**src/include/aip_pkg.sv**
```systemverilog
// Package for the auto-index phase sequencer.
// Assumes a 12-bit word, eight timing periods per phase, one clock per period.
package aip_pkg;

	// Register byte offsets on the AXI4-Lite slave.
	localparam logic [7:0] AIP_CTRL_OFS = 8'h00;
	localparam logic [7:0] AIP_STAT_OFS = 8'h04;
	localparam logic [7:0] AIP_PC_OFS = 8'h08;
	localparam logic [7:0] AIP_AR_OFS = 8'h0c;
	localparam logic [7:0] AIP_MDR_OFS = 8'h10;
	localparam logic [7:0] AIP_IR_OFS = 8'h14;

	// Control register field positions.
	localparam int AIP_CTRL_RUN = 0;
	localparam int AIP_CTRL_TWO_WORD = 1;
	localparam int AIP_CTRL_FIELD_MEM = 2;
	localparam int AIP_CTRL_FIELD_LO = 4;

	// Reset values.
	localparam logic [11:0] AIP_PC_RESET = 12'h000;
	localparam logic [2:0] AIP_FIELD_RESET = 3'h0;

	// Instruction word layout; word bit 0, index 11 here, is the most significant bit.
	localparam int AIP_OP_HI = 11;
	localparam int AIP_OP_LO = 8;
	localparam int AIP_IND_BIT = 7;
	localparam int AIP_LAST_BIT = 6;
	localparam int AIP_REL_HI = 5;

	// Operate codes seen by this block.
	localparam logic [3:0] AIP_OP_MREF_LO = 4'h1;
	localparam logic [3:0] AIP_OP_MREF_HI = 4'ha;
	localparam logic [3:0] AIP_OP_INC = 4'h1;
	localparam logic [3:0] AIP_OP_DEC = 4'h2;
	localparam logic [3:0] AIP_OP_EXEC = 4'h8;
	localparam logic [3:0] AIP_OP_JUMP = 4'h9;

	// Fixed memory locations and the utility-gate constant.
	localparam logic [11:0] AIP_FIRST_LOC = 12'h000;
	localparam logic [11:0] AIP_UTIL_GATE = 12'hfff;

	// Period numbers inside a phase.
	localparam logic [2:0] AIP_P0 = 3'h0;
	localparam logic [2:0] AIP_P1 = 3'h1;
	localparam logic [2:0] AIP_P2 = 3'h2;
	localparam logic [2:0] AIP_P3 = 3'h3;
	localparam logic [2:0] AIP_P4 = 3'h4;
	localparam logic [2:0] AIP_P5 = 3'h5;
	localparam logic [2:0] AIP_P6 = 3'h6;
	localparam logic [2:0] AIP_P7 = 3'h7;

	// Phases of the sequencer.
	typedef enum logic [1:0] {
		PH_IDLE,
		PH_PRIMARY,
		PH_SECONDARY,
		PH_EXEC
	} aip_phase_t;

endpackage

```
**src/rtl/aip_sequencer.sv**
```systemverilog
// Auto-index phase sequencer with an AXI4-Lite register slave.
// Assumes a core memory that answers a read in the same cycle as mem_rd.
// Summary of operation
// - Primary phase repeats the ordinary instruction fetch.
// - Period 3 starts auto-index on memory-reference opcodes.
// - Period 4 sets indirect and hold latches.
// - Location latch cleared early in period 5.
// - Location latch set on zero relative bits.
// - Auto-indexed jump routes 7777 into the adder when bit 5 set, else 0000.
// - Adder loads program counter for jumps and the execute-phase increment.
// - Pulse 7 enters secondary phase on indirect.
// - Secondary period 0 inhibits address and subtraction.
// - Pulse 0B routes 7777 when bit 5 set.
// - Secondary loads pointer location, reads pointer.
// - Period 4 adds data register to address side.
// - Carry-in increments pointer into address and data.
// - Pulse 5 writes incremented pointer back.
// - Clear location latch, then set execute phase.
// - Auto-indexed jump loads pointer into counter.
// - Execute period 0 reloads the address register.
// - Execute reads, writes back, sets done, returns.
// - Bit 5 picks first or last location.
// - Bit 4 selects indirect, needed for auto-index.
// - Operand processed per operate code bits.
// - Auto-indexed jump never enters execute phase.
//
// Design decisions made here: the AXI4-Lite interface to the registers and the placing of the registers.
`timescale 1ns/10ps

module aip_sequencer
	import aip_pkg::*;
(
	// Clock and reset.
	input wire logic clk,
	input wire logic rst,
	// AXI4-Lite write address and data.
	input wire logic [7:0] s_axi_awaddr,
	input wire logic s_axi_awvalid,
	output logic s_axi_awready,
	input wire logic [31:0] s_axi_wdata,
	input wire logic [3:0] s_axi_wstrb,
	input wire logic s_axi_wvalid,
	output logic s_axi_wready,
	// AXI4-Lite write response.
	output logic [1:0] s_axi_bresp,
	output logic s_axi_bvalid,
	input wire logic s_axi_bready,
	// AXI4-Lite read channels.
	input wire logic [7:0] s_axi_araddr,
	input wire logic s_axi_arvalid,
	output logic s_axi_arready,
	output logic [31:0] s_axi_rdata,
	output logic [1:0] s_axi_rresp,
	output logic s_axi_rvalid,
	input wire logic s_axi_rready,
	// Core memory word path.
	output logic [2:0] mem_field,
	output logic [11:0] mem_addr,
	output logic mem_rd,
	output logic mem_wr,
	output logic [11:0] mem_wdata,
	input wire logic [11:0] mem_rdata
);

	// Every register of the block lives in this one structure.
	typedef struct packed {
		aip_phase_t phase;
		logic [2:0] period;
		logic [11:0] pc;
		logic [11:0] address_reg;
		logic [11:0] memory_buffer_reg;
		logic [11:0] memory_data_reg;
		logic [11:0] instruction_reg;
		logic indirect_latch;
		logic indirect_hold_latch;
		logic first_last_location_latch;
		logic auto_init;
		logic done;
		logic run;
		logic two_word_flag;
		logic field_memory_latch;
		logic [2:0] field;
		logic [11:0] mem_addr;
		logic mem_rd;
		logic mem_wr;
		logic [11:0] mem_wdata;
		logic aw_full;
		logic [7:0] aw_addr;
		logic w_full;
		logic [31:0] w_data;
		logic [3:0] w_strb;
		logic awready;
		logic wready;
		logic bvalid;
		logic [1:0] bresp;
		logic arready;
		logic rvalid;
		logic [31:0] rdata;
		logic [1:0] rresp;
	} aip_state_t;

	aip_state_t st_reg;
	aip_state_t st_next;

	// Decoded fields of the held instruction.
	logic [3:0] opcode;
	logic memref_decode;
	logic jump_op;
	logic xct_op;
	logic last_loc;
	logic rel_zero;
	logic [11:0] pointer_loc;
	logic [31:0] ctrl_word;
	logic [31:0] stat_word;
	// Instruction fields come straight from the instruction register.
	assign opcode = st_reg.instruction_reg[AIP_OP_HI:AIP_OP_LO];
	assign jump_op = (opcode == AIP_OP_JUMP);
	assign xct_op = (opcode == AIP_OP_EXEC);
	assign last_loc = st_reg.instruction_reg[AIP_LAST_BIT];
	assign rel_zero = (st_reg.instruction_reg[AIP_REL_HI:0] == 6'h00);
	assign memref_decode = (opcode >= AIP_OP_MREF_LO) &&
		(opcode <= AIP_OP_MREF_HI);
	assign pointer_loc = last_loc ? AIP_UTIL_GATE : AIP_FIRST_LOC;

	// Readable images of control and status.
	assign ctrl_word = {25'h0, st_reg.field, 1'b0,
		st_reg.field_memory_latch, st_reg.two_word_flag, st_reg.run};
	assign stat_word = {16'h0, 6'h0, st_reg.phase, st_reg.period,
		st_reg.done, st_reg.auto_init, st_reg.first_last_location_latch,
		st_reg.indirect_hold_latch, st_reg.indirect_latch};

	// Next-state logic for the sequencer and the bus slave.
	always_comb begin
		logic [11:0] adder;
		logic [11:0] wmask;
		adder = 12'h000;
		wmask = 12'h000;
		st_next = st_reg;
		st_next.mem_rd = 1'b0;
		st_next.mem_wr = 1'b0;
		// Sequencer runs one period per clock while enabled.
		if (st_reg.phase == PH_IDLE) begin
			// Leave idle at a phase boundary into a fresh fetch.
			if (st_reg.run) begin
				st_next.phase = PH_PRIMARY;
			end
		end else begin
			st_next.period = st_reg.period + 3'h1;
			unique case (st_reg.period)
				AIP_P0: begin
					// Period 0 forms an address in the adder.
					if (st_reg.phase == PH_PRIMARY) begin
						adder = st_reg.pc;
						st_next.instruction_reg = 12'h000;
					end else if (st_reg.phase == PH_SECONDARY) begin
						adder = {6'h00, st_reg.instruction_reg[AIP_REL_HI:0]};
						if (st_reg.first_last_location_latch && last_loc) begin
							adder = AIP_UTIL_GATE + adder;
						end
					end else begin
						adder = st_reg.address_reg +
							{6'h00, st_reg.instruction_reg[AIP_REL_HI:0]};
					end
					st_next.address_reg = adder;
				end
				AIP_P1: begin
					// Period 1 clears the buffer and starts the read.
					st_next.memory_buffer_reg = 12'h000;
					if (st_reg.phase == PH_PRIMARY) begin
						st_next.done = 1'b0;
					end
					if (st_reg.phase == PH_EXEC) begin
						adder = st_reg.pc + 12'h001;
						st_next.pc = adder;
					end
					st_next.mem_rd = 1'b1;
					st_next.mem_addr = st_reg.address_reg;
				end
				AIP_P2: begin
					st_next.memory_buffer_reg = mem_rdata;
				end
				AIP_P3: begin
					st_next.memory_data_reg = st_reg.memory_buffer_reg;
					if (st_reg.phase == PH_PRIMARY) begin
						st_next.instruction_reg = st_reg.memory_buffer_reg;
						st_next.auto_init = (st_reg.memory_buffer_reg
							[AIP_OP_HI:AIP_OP_LO] >= AIP_OP_MREF_LO) &&
							(st_reg.memory_buffer_reg[AIP_OP_HI:AIP_OP_LO] <=
							AIP_OP_MREF_HI);
					end else if (st_reg.phase == PH_SECONDARY) begin
						st_next.indirect_latch = 1'b0;
					end
				end
				AIP_P4: begin
					// Period 4 sets the indirect latches, or processes or increments the data word.
					if (st_reg.phase == PH_PRIMARY) begin
						if (memref_decode && !st_reg.indirect_hold_latch &&
							st_reg.instruction_reg[AIP_IND_BIT]) begin
							st_next.indirect_latch = 1'b1;
							st_next.indirect_hold_latch = 1'b1;
						end
					end else if (st_reg.phase == PH_SECONDARY) begin
						adder = st_reg.memory_data_reg + 12'h001;
						st_next.address_reg = adder;
						st_next.memory_data_reg = adder;
					end else begin
						if (opcode == AIP_OP_INC) begin
							st_next.memory_data_reg =
								st_reg.memory_data_reg + 12'h001;
						end else if (opcode == AIP_OP_DEC) begin
							st_next.memory_data_reg =
								st_reg.memory_data_reg - 12'h001;
						end
					end
					// The write of pulse 5 is staged here.
					st_next.mem_wr = 1'b1;
					st_next.mem_wdata = st_next.memory_data_reg;
					st_next.mem_addr = (st_reg.phase == PH_SECONDARY) ?
						pointer_loc : st_next.address_reg;
				end
				AIP_P5: begin
					st_next.first_last_location_latch = 1'b0;
					if (st_reg.phase == PH_PRIMARY && rel_zero &&
						memref_decode && !st_reg.two_word_flag &&
						!st_reg.field_memory_latch) begin
						st_next.first_last_location_latch = 1'b1;
					end
				end
				AIP_P6: begin
					// Period 6 handles the jump case and done.
					if (st_reg.phase == PH_PRIMARY && jump_op &&
						st_reg.first_last_location_latch) begin
						adder = last_loc ? AIP_UTIL_GATE : AIP_FIRST_LOC;
						st_next.pc = adder;
					end else if (st_reg.phase == PH_SECONDARY && jump_op) begin
						adder = st_reg.memory_data_reg;
						st_next.pc = adder;
					end else if (st_reg.phase == PH_EXEC) begin
						st_next.done = 1'b1;
					end
				end
				AIP_P7: begin
					// Pulse 7 chooses the following phase.
					if (st_reg.phase == PH_PRIMARY) begin
						if (st_reg.indirect_latch) begin
							st_next.phase = PH_SECONDARY;
						end else if (st_reg.two_word_flag || xct_op) begin
							st_next.phase = PH_PRIMARY;
						end else begin
							st_next.phase = PH_EXEC;
						end
					end else if (st_reg.phase == PH_SECONDARY) begin
						st_next.phase = jump_op ? PH_PRIMARY : PH_EXEC;
					end else begin
						st_next.phase = PH_PRIMARY;
					end
					// A fresh primary phase starts with its indirect, hold and auto-index latches clear.
					if (st_next.phase == PH_PRIMARY) begin
						st_next.indirect_latch = 1'b0;
						st_next.indirect_hold_latch = 1'b0;
						st_next.auto_init = 1'b0;
						if (!st_reg.run) begin
							st_next.phase = PH_IDLE;
						end
					end
				end
			endcase
		end
		// Write address channel is captured into a holding slot.
		if (s_axi_awvalid && st_reg.awready) begin
			st_next.aw_full = 1'b1;
			st_next.aw_addr = s_axi_awaddr;
		end
		// Write data channel is captured independently.
		if (s_axi_wvalid && st_reg.wready) begin
			st_next.w_full = 1'b1;
			st_next.w_data = s_axi_wdata;
			st_next.w_strb = s_axi_wstrb;
		end
		// Response retires on bready.
		if (st_reg.bvalid && s_axi_bready) begin
			st_next.bvalid = 1'b0;
		end
		// Both halves present and no response pending: perform the write.
		if (st_reg.aw_full && st_reg.w_full && !st_reg.bvalid) begin
			st_next.aw_full = 1'b0;
			st_next.w_full = 1'b0;
			st_next.bvalid = 1'b1;
			st_next.bresp = 2'b00;
			wmask = {{4{st_reg.w_strb[1]}}, {8{st_reg.w_strb[0]}}};
			unique case (st_reg.aw_addr)
				AIP_CTRL_OFS: begin
					// Run, the two flags and the field number.
					if (st_reg.w_strb[0]) begin
						st_next.run = st_reg.w_data[AIP_CTRL_RUN];
						st_next.two_word_flag = st_reg.w_data[AIP_CTRL_TWO_WORD];
						st_next.field_memory_latch =
							st_reg.w_data[AIP_CTRL_FIELD_MEM];
						st_next.field =
							st_reg.w_data[AIP_CTRL_FIELD_LO +: 3];
					end
				end
				AIP_PC_OFS: begin
					// The counter may only be written while idle.
					if (st_reg.phase == PH_IDLE) begin
						st_next.pc = (st_reg.pc & ~wmask) |
							(st_reg.w_data[11:0] & wmask);
					end
				end
				// Read-only words ignore writes.
				AIP_STAT_OFS, AIP_AR_OFS, AIP_MDR_OFS, AIP_IR_OFS:
					st_next.bresp = 2'b00;
				default: begin
					st_next.bresp = 2'b10;
				end
			endcase
		end
		// Read data retires on rready; a new read is taken when none waits.
		if (st_reg.rvalid && s_axi_rready) begin
			st_next.rvalid = 1'b0;
		end
		if (s_axi_arvalid && st_reg.arready) begin
			st_next.rvalid = 1'b1;
			st_next.rresp = 2'b00;
			unique case (s_axi_araddr)
				AIP_CTRL_OFS: st_next.rdata = ctrl_word;
				AIP_STAT_OFS: st_next.rdata = stat_word;
				AIP_PC_OFS: st_next.rdata = {20'h0, st_reg.pc};
				AIP_AR_OFS: st_next.rdata = {20'h0, st_reg.address_reg};
				AIP_MDR_OFS: st_next.rdata = {20'h0, st_reg.memory_data_reg};
				AIP_IR_OFS: st_next.rdata = {20'h0, st_reg.instruction_reg};
				default: begin
					st_next.rdata = 32'h0;
					st_next.rresp = 2'b10;
				end
			endcase
		end
		// Ready outputs are registered from the settled next state.
		st_next.awready = !st_next.aw_full;
		st_next.wready = !st_next.w_full;
		st_next.arready = !st_next.rvalid;
	end

	// State register with synchronous reset.
	always_ff @(posedge clk) begin
		if (rst) begin
			st_reg <= '0;
			st_reg.pc <= AIP_PC_RESET;
			st_reg.field <= AIP_FIELD_RESET;
			st_reg.awready <= 1'b1;
			st_reg.wready <= 1'b1;
			st_reg.arready <= 1'b1;
		end else begin
			st_reg <= st_next;
		end
	end
	// Outputs come straight from the state register.
	assign s_axi_awready = st_reg.awready;
	assign s_axi_wready = st_reg.wready;
	assign s_axi_bresp = st_reg.bresp;
	assign s_axi_bvalid = st_reg.bvalid;
	assign s_axi_arready = st_reg.arready;
	assign s_axi_rdata = st_reg.rdata;
	assign s_axi_rresp = st_reg.rresp;
	assign s_axi_rvalid = st_reg.rvalid;
	assign mem_field = st_reg.field;
	assign mem_addr = st_reg.mem_addr;
	assign mem_rd = st_reg.mem_rd;
	assign mem_wr = st_reg.mem_wr;
	assign mem_wdata = st_reg.mem_wdata;

endmodule

```
**config.mk**
```make
export PLATFORM = sky130hd
export DESIGN_NAME = aip_sequencer
export DESIGN_NICKNAME = d
export VERILOG_FILES = /design/src/include/aip_pkg.sv /design/src/rtl/aip_sequencer.sv
export SDC_FILE = /design/constraint.sdc
export NUM_CORES = 1
export LEC_CHECK = 0
export BUFFER_PORTS_ARGS = -buffer_cell sky130_fd_sc_hd__buf_2
export CAP_MARGIN = 20
export CELL_PAD_IN_SITES_DETAIL_PLACEMENT = 0
export CELL_PAD_IN_SITES_GLOBAL_PLACEMENT = 1
export CORE_AREA = 8 8 154 156
export CTS_BUF_LIST = sky130_fd_sc_hd__clkbuf_4 sky130_fd_sc_hd__clkbuf_8
export DETAILED_ROUTE_END_ITERATION = 16
export DIE_AREA = 0 0 162 164
export PLACE_DENSITY_LB_ADDON = 0.1
export SYNTH_ARGS = -nofsm -noshare
export SYNTH_HDL_FRONTEND = slang
export SYNTH_SLANG_ARGS = --single-unit
```
**constraint.sdc**
```tcl
create_clock -name clk -period 2.8 [get_ports clk]
set_clock_uncertainty 0.05 [all_clocks]
set_input_delay 0.28 -clock clk [delete_from_list [all_inputs] [get_ports clk]]
set_output_delay 0.28 -clock clk [all_outputs]
set_load 0.005 [all_outputs]
```
==> results of run 1 <==
-- cells in the mapped netlist (11+ instances only) --
master | count | area share
a211oi_1 | 33 | 0.027
a21oi_1 | 103 | 0.056
inv_1 | 22 | 0.0090
a22oi_1 | 47 | 0.039
and2_1 | 13 | 0.0089
dfxtp_1 | 145 | 0.32
buf_1 | 12 | 0.0049
nand3_1 | 23 | 0.013
nor2_1 | 112 | 0.046
clkbuf_1 | 81 | 0.033
xor2_1 | 13 | 0.012
buf_4 | 64 | 0.053
nand4_1 | 20 | 0.014
nor3_1 | 27 | 0.015
and3_1 | 12 | 0.0082
mux2i_1 | 38 | 0.042
a31oi_1 | 11 | 0.0075
o21ai_0 | 72 | 0.039
xnor2_1 | 17 | 0.016
nand2_1 | 112 | 0.046
ha_1 | 16 | 0.022
o22ai_1 | 13 | 0.0089
-- critical path, cell delays in order (launching register included) --
cell and delay [ps]:
dfxtp_1 440, ha_1 220, inv_1 60, fa_1 410, nor2b_1 190, o31a_1 200, a21oi_1 80, mux2_2 270
a221oi_1 480, nor3_1 90
-- cell families (layout without fill, tap and decap cells) --
kind of cell / after synthesis / after routing / synth area share
compound gates: 371 / 371 / 0.265
xor+xnor: 30 / 30 / 0.0288
fa+ha+maj: 17 / 17 / 0.0241
buf+inv: 187 / 252 / 0.105
flops: 145 / 145 / 0.318
mux: 48 / 48 / 0.0540
other cells: 1 / 23 / 0.000411
simple gates: 384 / 384 / 0.205
-- final cells by class --
cell class / instances / area share
Clock inverter: 15 / 0.0179
Sequential cell: 145 / 0.277
Tap cell: 280 / 0.0335
Clock buffer: 17 / 0.0224
Multi-Input combinational cell: 872 / 0.512
Inverter: 23 / 0.00825
Antenna cell: 1 / 0.000239
Timing Repair Buffer: 197 / 0.128
-- worst max path at each step --
| stage | slack, ps | startpoint | endpoint |
|---|---|---|---|
| CTS | 260 | opcode[0]$_SDFFE_PP0P_ | mem_wdata[11]$_SDFFE_PP0P_ |
| detailed placement | 270 | st_reg[160]$_SDFFE_PP0P_ | st_reg[164]$_SDFFE_PP0P_ |
| floorplan | 450 | opcode[3]$_SDFFE_PP0P_ | st_reg[140]$_SDFFE_PP0P_ |
| global placement | 260 | opcode[0]$_SDFFE_PP0P_ | mem_wdata[11]$_SDFFE_PP0P_ |
| finish | 170 | st_reg[160]$_SDFFE_PP0P_ | st_reg[164]$_SDFFE_PP0P_ |
| global route | 30 | st_reg[160]$_SDFFE_PP0P_ | st_reg[164]$_SDFFE_PP0P_ |
-- report_power, final --
part / internal [uW] / total, uW / switching (uW) / leakage [uW]
logic: 109 / 250 / 141 / 0.00264
clock network: 689 / 1750 / 1060 / 0.000207
registers: 2100 / 2130 / 29.8 / 0.00117
total: 2900 / 4130 / 1230 / 0.00403
-- metal layers --
layer / global-route usage / vias to the layer above / share of wire
li1: - / 4402 / -
met2: 0.382 / 413 / 0.44
met1: 0.323 / 4403 / 0.44
met3: 0.0519 / 88 / 0.076
met5: 0 / - / 0.00071
met4: 0.138 / 4 / 0.046
-- stage by stage --
step                cell area [um^2]  power, uW
floorplan                       9210       2330
global placement                9710       2390
detailed placement              9710       2390
CTS                            10500       4160
global route                   10500       4290
finish                         10500       4130
==> flow_summary.json, run 1 <==
{
  "status": "finished clean",
  "cts_hold_buf": 33,
  "cts_max_level": 4,
  "hold_class": "in -> reg",
  "min_to": "st_reg[152]$_SDFFE_PP0P_",
  "fin_crit_sh": 0.938,
  "drive_above_1_share": 0.172,
  "worstSetupStartpointType": "register",
  "hold_path_depth": 3,
  "power.density_nw_per_um2": 395,
  "cp_data_arrival_time_ps": 2920,
  "final_cell_mix": "dfxtp_1, nand2_1, nor2_1",
  "vias_per_cell": 6.01,
  "mostFrequentLayoutCell": "dfxtp_1",
  "area_growth_pct": 14.5,
  "r2r-end": "st_reg[164]$_SDFFE_PP0P_",
  "syn_area_um2": 9130,
  "hold_violations": 0,
  "required_ps": 3100,
  "post-cts-setup-buffer-count": 0,
  "syn_inst": 1183,
  "critPathCaptureType": "register",
  "utilization": 0.490,
  "gp_congestion": 0.961,
  "cts_sinks": 145,
  "syn_area_per_cell_um2": 7.72,
  "finalNonFillerCells": 1550,
  "clkLatencyLatePin_ps": 490,
  "pin_count": 141,
  "reg2reg_slack_ps": 170,
  "initial_utilization": 0.428,
  "fin_worst_hold_slack_ps": 16.9,
  "grt_pass1_vias": 8953,
  "cts_buffers": 17,
  "worst_pin_slew_ps": 779,
  "drc": 0,
  "fin_setup_tns_ps": 0,
  "hold_path_startpoint": "mem_rdata[4]",
  "yosys_register_bits": 145,
  "ir_drop_uv": 252,
  "largest_reg_flops": 77,
  "synth.yosys.warnings": 0,
  "nets": 1344,
  "drt.antenna.violating_nets": 0,
  "place_ws_ps": 266,
  "maxSlewViolCount": 0,
  "rows": 54,
  "critical_path_class": "reg -> reg",
  "synth-main-ff-cell": "dfxtp_1",
  "gr-usage-all-layers": 0.249,
  "fill_cells": 2170,
  "timing.slew.headroom": 0.480,
  "wl_per_cell_um": 21.8,
  "clk_root_buffer_cell": "clkbuf_8",
  "setup_violations": 0,
  "r2r_start": "st_reg[160]$_SDFFE_PP0P_",
  "totalWireLength_mm": 33.7,
  "max_freq_mhz": 381,
  "p_leak_uw": 0.00403,
  "rsz0062_at_grt": "false",
  "hpwl_mm": 25.2,
  "die-area_um2": 26600,
  "clkTransAtPathRegs_ps": 100,
  "cts_tree": "done",
  "grt_max_degree": 57,
  "rr_worst_depth": 9,
  "critPathMaxFanout": 4,
  "clock_path_buffers": 2,
  "die_y_um": 164,
  "ys_seq_area_frac": 0.318,
  "ys_async_sr_fraction": 0,
  "grt-ovfl-total": 0,
  "dp.cells": 1484,
  "grt_pass1_wl_mm": 51.8,
  "die_w_um": 162,
  "yosysUniqueCellTypes": 75,
  "post_cts_resized": 0,
  "drtIter0Drc": 874,
  "synth_edf_count": 0,
  "fin_crit_ps": 2630,
  "antenna_found_initial": 2,
  "cap_viol_max_count": 0,
  "multi_input_area_um2": 5360,
  "seq_area_um2": 2900,
  "dr.pass1.iters": 7,
  "setup_slack_ps": 175,
  "place.port_buffers": 96,
  "core_um2": 21400,
  "routed-via-count": 9310
}
No activity file was read; power rests on OpenSTA's default activity.
==> inputs of run 2 (changes only) <==
Settings changed: ABC_AREA set to 1, BUFFER_PORTS_ARGS -buffer_cell sky130_fd_sc_hd__buf_2 to -buffer_cell sky130_fd_sc_hd__clkbuf_2, CORE_AREA 8 8 154 156 to 8 8 157 159, DIE_AREA 0 0 162 164 to 0 0 165 167, SKIP_CTS_REPAIR_TIMING set to 1.
==> flow_summary.json, run 2 <==
{
  "status": "finished, violations left",
  "violations": "hold timing",
  "hpwl_mm": 25.1,
  "initial_utilization": 0.411,
  "clock_path_buffers": 2,
  "nets": 1550,
  "clkLatencyLatePin_ps": 460,
  "diodes": 0,
  "synthMostInstantiatedCell": "nand2_1",
  "grt-ovfl-total": 0,
  "synth.yosys.warnings": 0,
  "final_cell_mix": "nand2_1, inv_1, dfxtp_1",
  "pin_count": 141,
  "ir_drop_uv": 325,
  "critical_path_class": "reg -> reg",
  "cts_buffers": 17,
  "p_leak_uw": 0.00438,
  "clkTransAtPathRegs_ps": 100,
  "cap_viol_max_count": 0,
  "area_growth_pct": 9.47,
  "die_y_um": 167,
  "min_to": "st_reg[148]$_SDFFE_PP0P_",
  "critPathCaptureType": "register",
  "total_power_uw": 4180,
  "maxSlewViolCount": 0,
  "syn_inst": 1415,
  "power.density_nw_per_um2": 419,
  "totalWireLength_mm": 32.6,
  "vias_per_cell": 5.38,
  "yosysTopAreaCell": "dfxtp_1",
  "rr_worst_depth": 9,
  "drive_above_1_share": 0.131,
  "gr-usage-all-layers": 0.234,
  "synth-main-ff-cell": "dfxtp_1",
  "grt_max_degree": 45,
  "place_ws_ps": 452,
  "fin_worst_hold_slack_ps": -2.98,
  "cpLargestDelayFamily": "buffers and inverters",
  "cpPeakStageDelay_ps": 480,
  "rows": 55,
  "hold_class": "in -> reg",
  "worst_pin_slew_ps": 773,
  "cts_sinks": 145,
  "required_ps": 3070,
  "timing.slew.headroom": 0.483,
  "ys_async_sr_fraction": 0,
  "yosysUniqueCellTypes": 50,
  "place_area_um2": 9530,
  "hold_path_depth": 3,
  "hold_path_startpoint": "mem_rdata[0]",
  "cts_max_level": 4,
  "drtIter0Drc": 861,
  "clk_root_buffer_cell": "clkbuf_8",
  "reg2reg_slack_ps": 400,
  "drt.antenna.violating_nets": 0,
  "wl_per_cell_um": 18.5,
  "antenna_found_initial": 0,
  "setup_violations": 0,
  "worst-path-buf-inv": 4,
  "cp_slowest_cell": "nor2_4",
  "place.port_buffers": 96,
  "worstSetupStartpointType": "register",
  "syn_area_per_cell_um2": 6.45,
  "r2r-end": "mem_addr[5]$_SDFFE_PP0P_",
  "largest_reg_flops": 77,
  "grt_pass1_vias": 8790,
  "setup_slack_ps": 398,
  "syn_area_um2": 9130,
  "cp_data_arrival_time_ps": 2670,
  "die_w_um": 165,
  "ys_top_cells_by_count": "nand2_1, inv_1, dfxtp_1",
  "ys_top_cells_by_area": "dfxtp_1, nand2_1, o21ai_0",
  "fin_setup_tns_ps": 0,
  "routed-via-count": 9461,
  "rsz0062_at_grt": "false",
  "hold_violations": 2,
  "max_freq_mhz": 416,
  "core_um2": 22200,
  "gp_congestion": 0.925,
  "cts_tree": "done",
  "worstPathCellList": "inv_1 -> ha_1 -> nand2_2 -> nor2_4 -> inv_1 -> buf_4 -> a21oi_1 -> buf_4 -> a211oi_1",
  "dr.pass1.iters": 5,
  "fin_crit_ps": 2400,
  "final_cell_area_um2": 10000,
  "r2r_start": "st_reg[185]$_SDFFE_PP0N_",
  "fill_cells": 2444,
  "synth_edf_count": 0,
  "synth_top_area_frac": 0.318,
  "die-area_um2": 27600,
  "ys_seq_area_frac": 0.318,
  "fin_crit_sh": 0.858,
  "drc": 0,
  "mostFrequentLayoutCell": "nand2_1",
  "grt_pass1_wl_mm": 50.4,
  "yosys_register_bits": 145,
  "critPathMaxFanout": 21
}
[run 2: cell count changes in the layout (fill, tap and decap cells not counted), sizes merged, moves of 19 or more]
cell         delta
nand2         +210
inv           +140
buf           -136
clkbuf         +96
nand3          +86
o21ai          +72
a22oi          -45
mux2i          -38
dlygate4sd3    -28
o211ai         +21
a211oi         -19
a21oi          +19
[run 2: kinds of logic after synthesis]
family,share of synthesized area
adder cells (fa/ha/maj),0.0241
XOR/XNOR,0.00863
other,0.000411
buffers and inverters,0.149
AO/OA/AOI/OAI,0.215
AND/OR/NAND/NOR,0.285
flip-flops,0.318
[run 2: area by class of cell]
cell class | instances | area (um^2) | share of cell area
sequential | 145 | 2900 | 0.290
clock inverter | 15 | 181 | 0.0181
tap | 285 | 357 | 0.0357
inverter | 167 | 629 | 0.0630
multi-input combinational | 1002 | 4950 | 0.495
clock buffer | 17 | 234 | 0.0234
timing repair buffer | 129 | 741 | 0.0741
[run 2: worst max-delay path by stage]
stage	start	end	slack, ps	depth (start not counted)
after CTS	st_reg[184]$_SDFFE_PP0N_	mem_addr[5]$_SDFFE_PP0P_	430	9
after detailed placement	st_reg[185]$_SDFFE_PP0N_	mem_addr[5]$_SDFFE_PP0P_	450	9
final	st_reg[185]$_SDFFE_PP0N_	mem_addr[5]$_SDFFE_PP0P_	400	9
after floorplan	st_reg[186]$_SDFFE_PP0N_	st_reg[127]$_SDFFE_PP0P_	940	9
after global placement	st_reg[184]$_SDFFE_PP0N_	mem_addr[3]$_SDFFE_PP0P_	470	9
after global routing	st_reg[184]$_SDFFE_PP0N_	mem_addr[0]$_SDFFE_PP0P_	210	9
[run 2: stage by stage]
| step | instances | utilization |
|---|---|---|
| floorplan | 1436 | - |
| global placement | 1723 | 0.429 |
| detailed placement | 1723 | 0.429 |
| CTS | 1755 | 0.448 |
| global route | 1760 | 0.450 |
| finish | 1760 | 0.450 |
[run 2: worst reg2reg max path: cells and delay by family, from the launching register on]
kind | cells | cell delay [ps]
buffers and inverters | 4 | 760
and+or+nand+nor | 2 | 640
DFF | 1 | 340
AOI/OAI and AO/OA | 2 | 260
adders and majority gates | 1 | 240
[run 2: where the power goes]
part | switching (uW) | total, uW | internal, uW
registers | 27.1 | 2130 | 2110
clock network | 935 | 1830 | 892
logic | 144 | 225 | 80.9
[run 2: metal layers]
metal  up-vias  wire (um)  track usage
li1       4719          -            -
met1      4338      15500        0.335
met2       360      14200        0.356
met3        44       2330       0.0382
met4         0        635       0.0584
met5         -          0            0
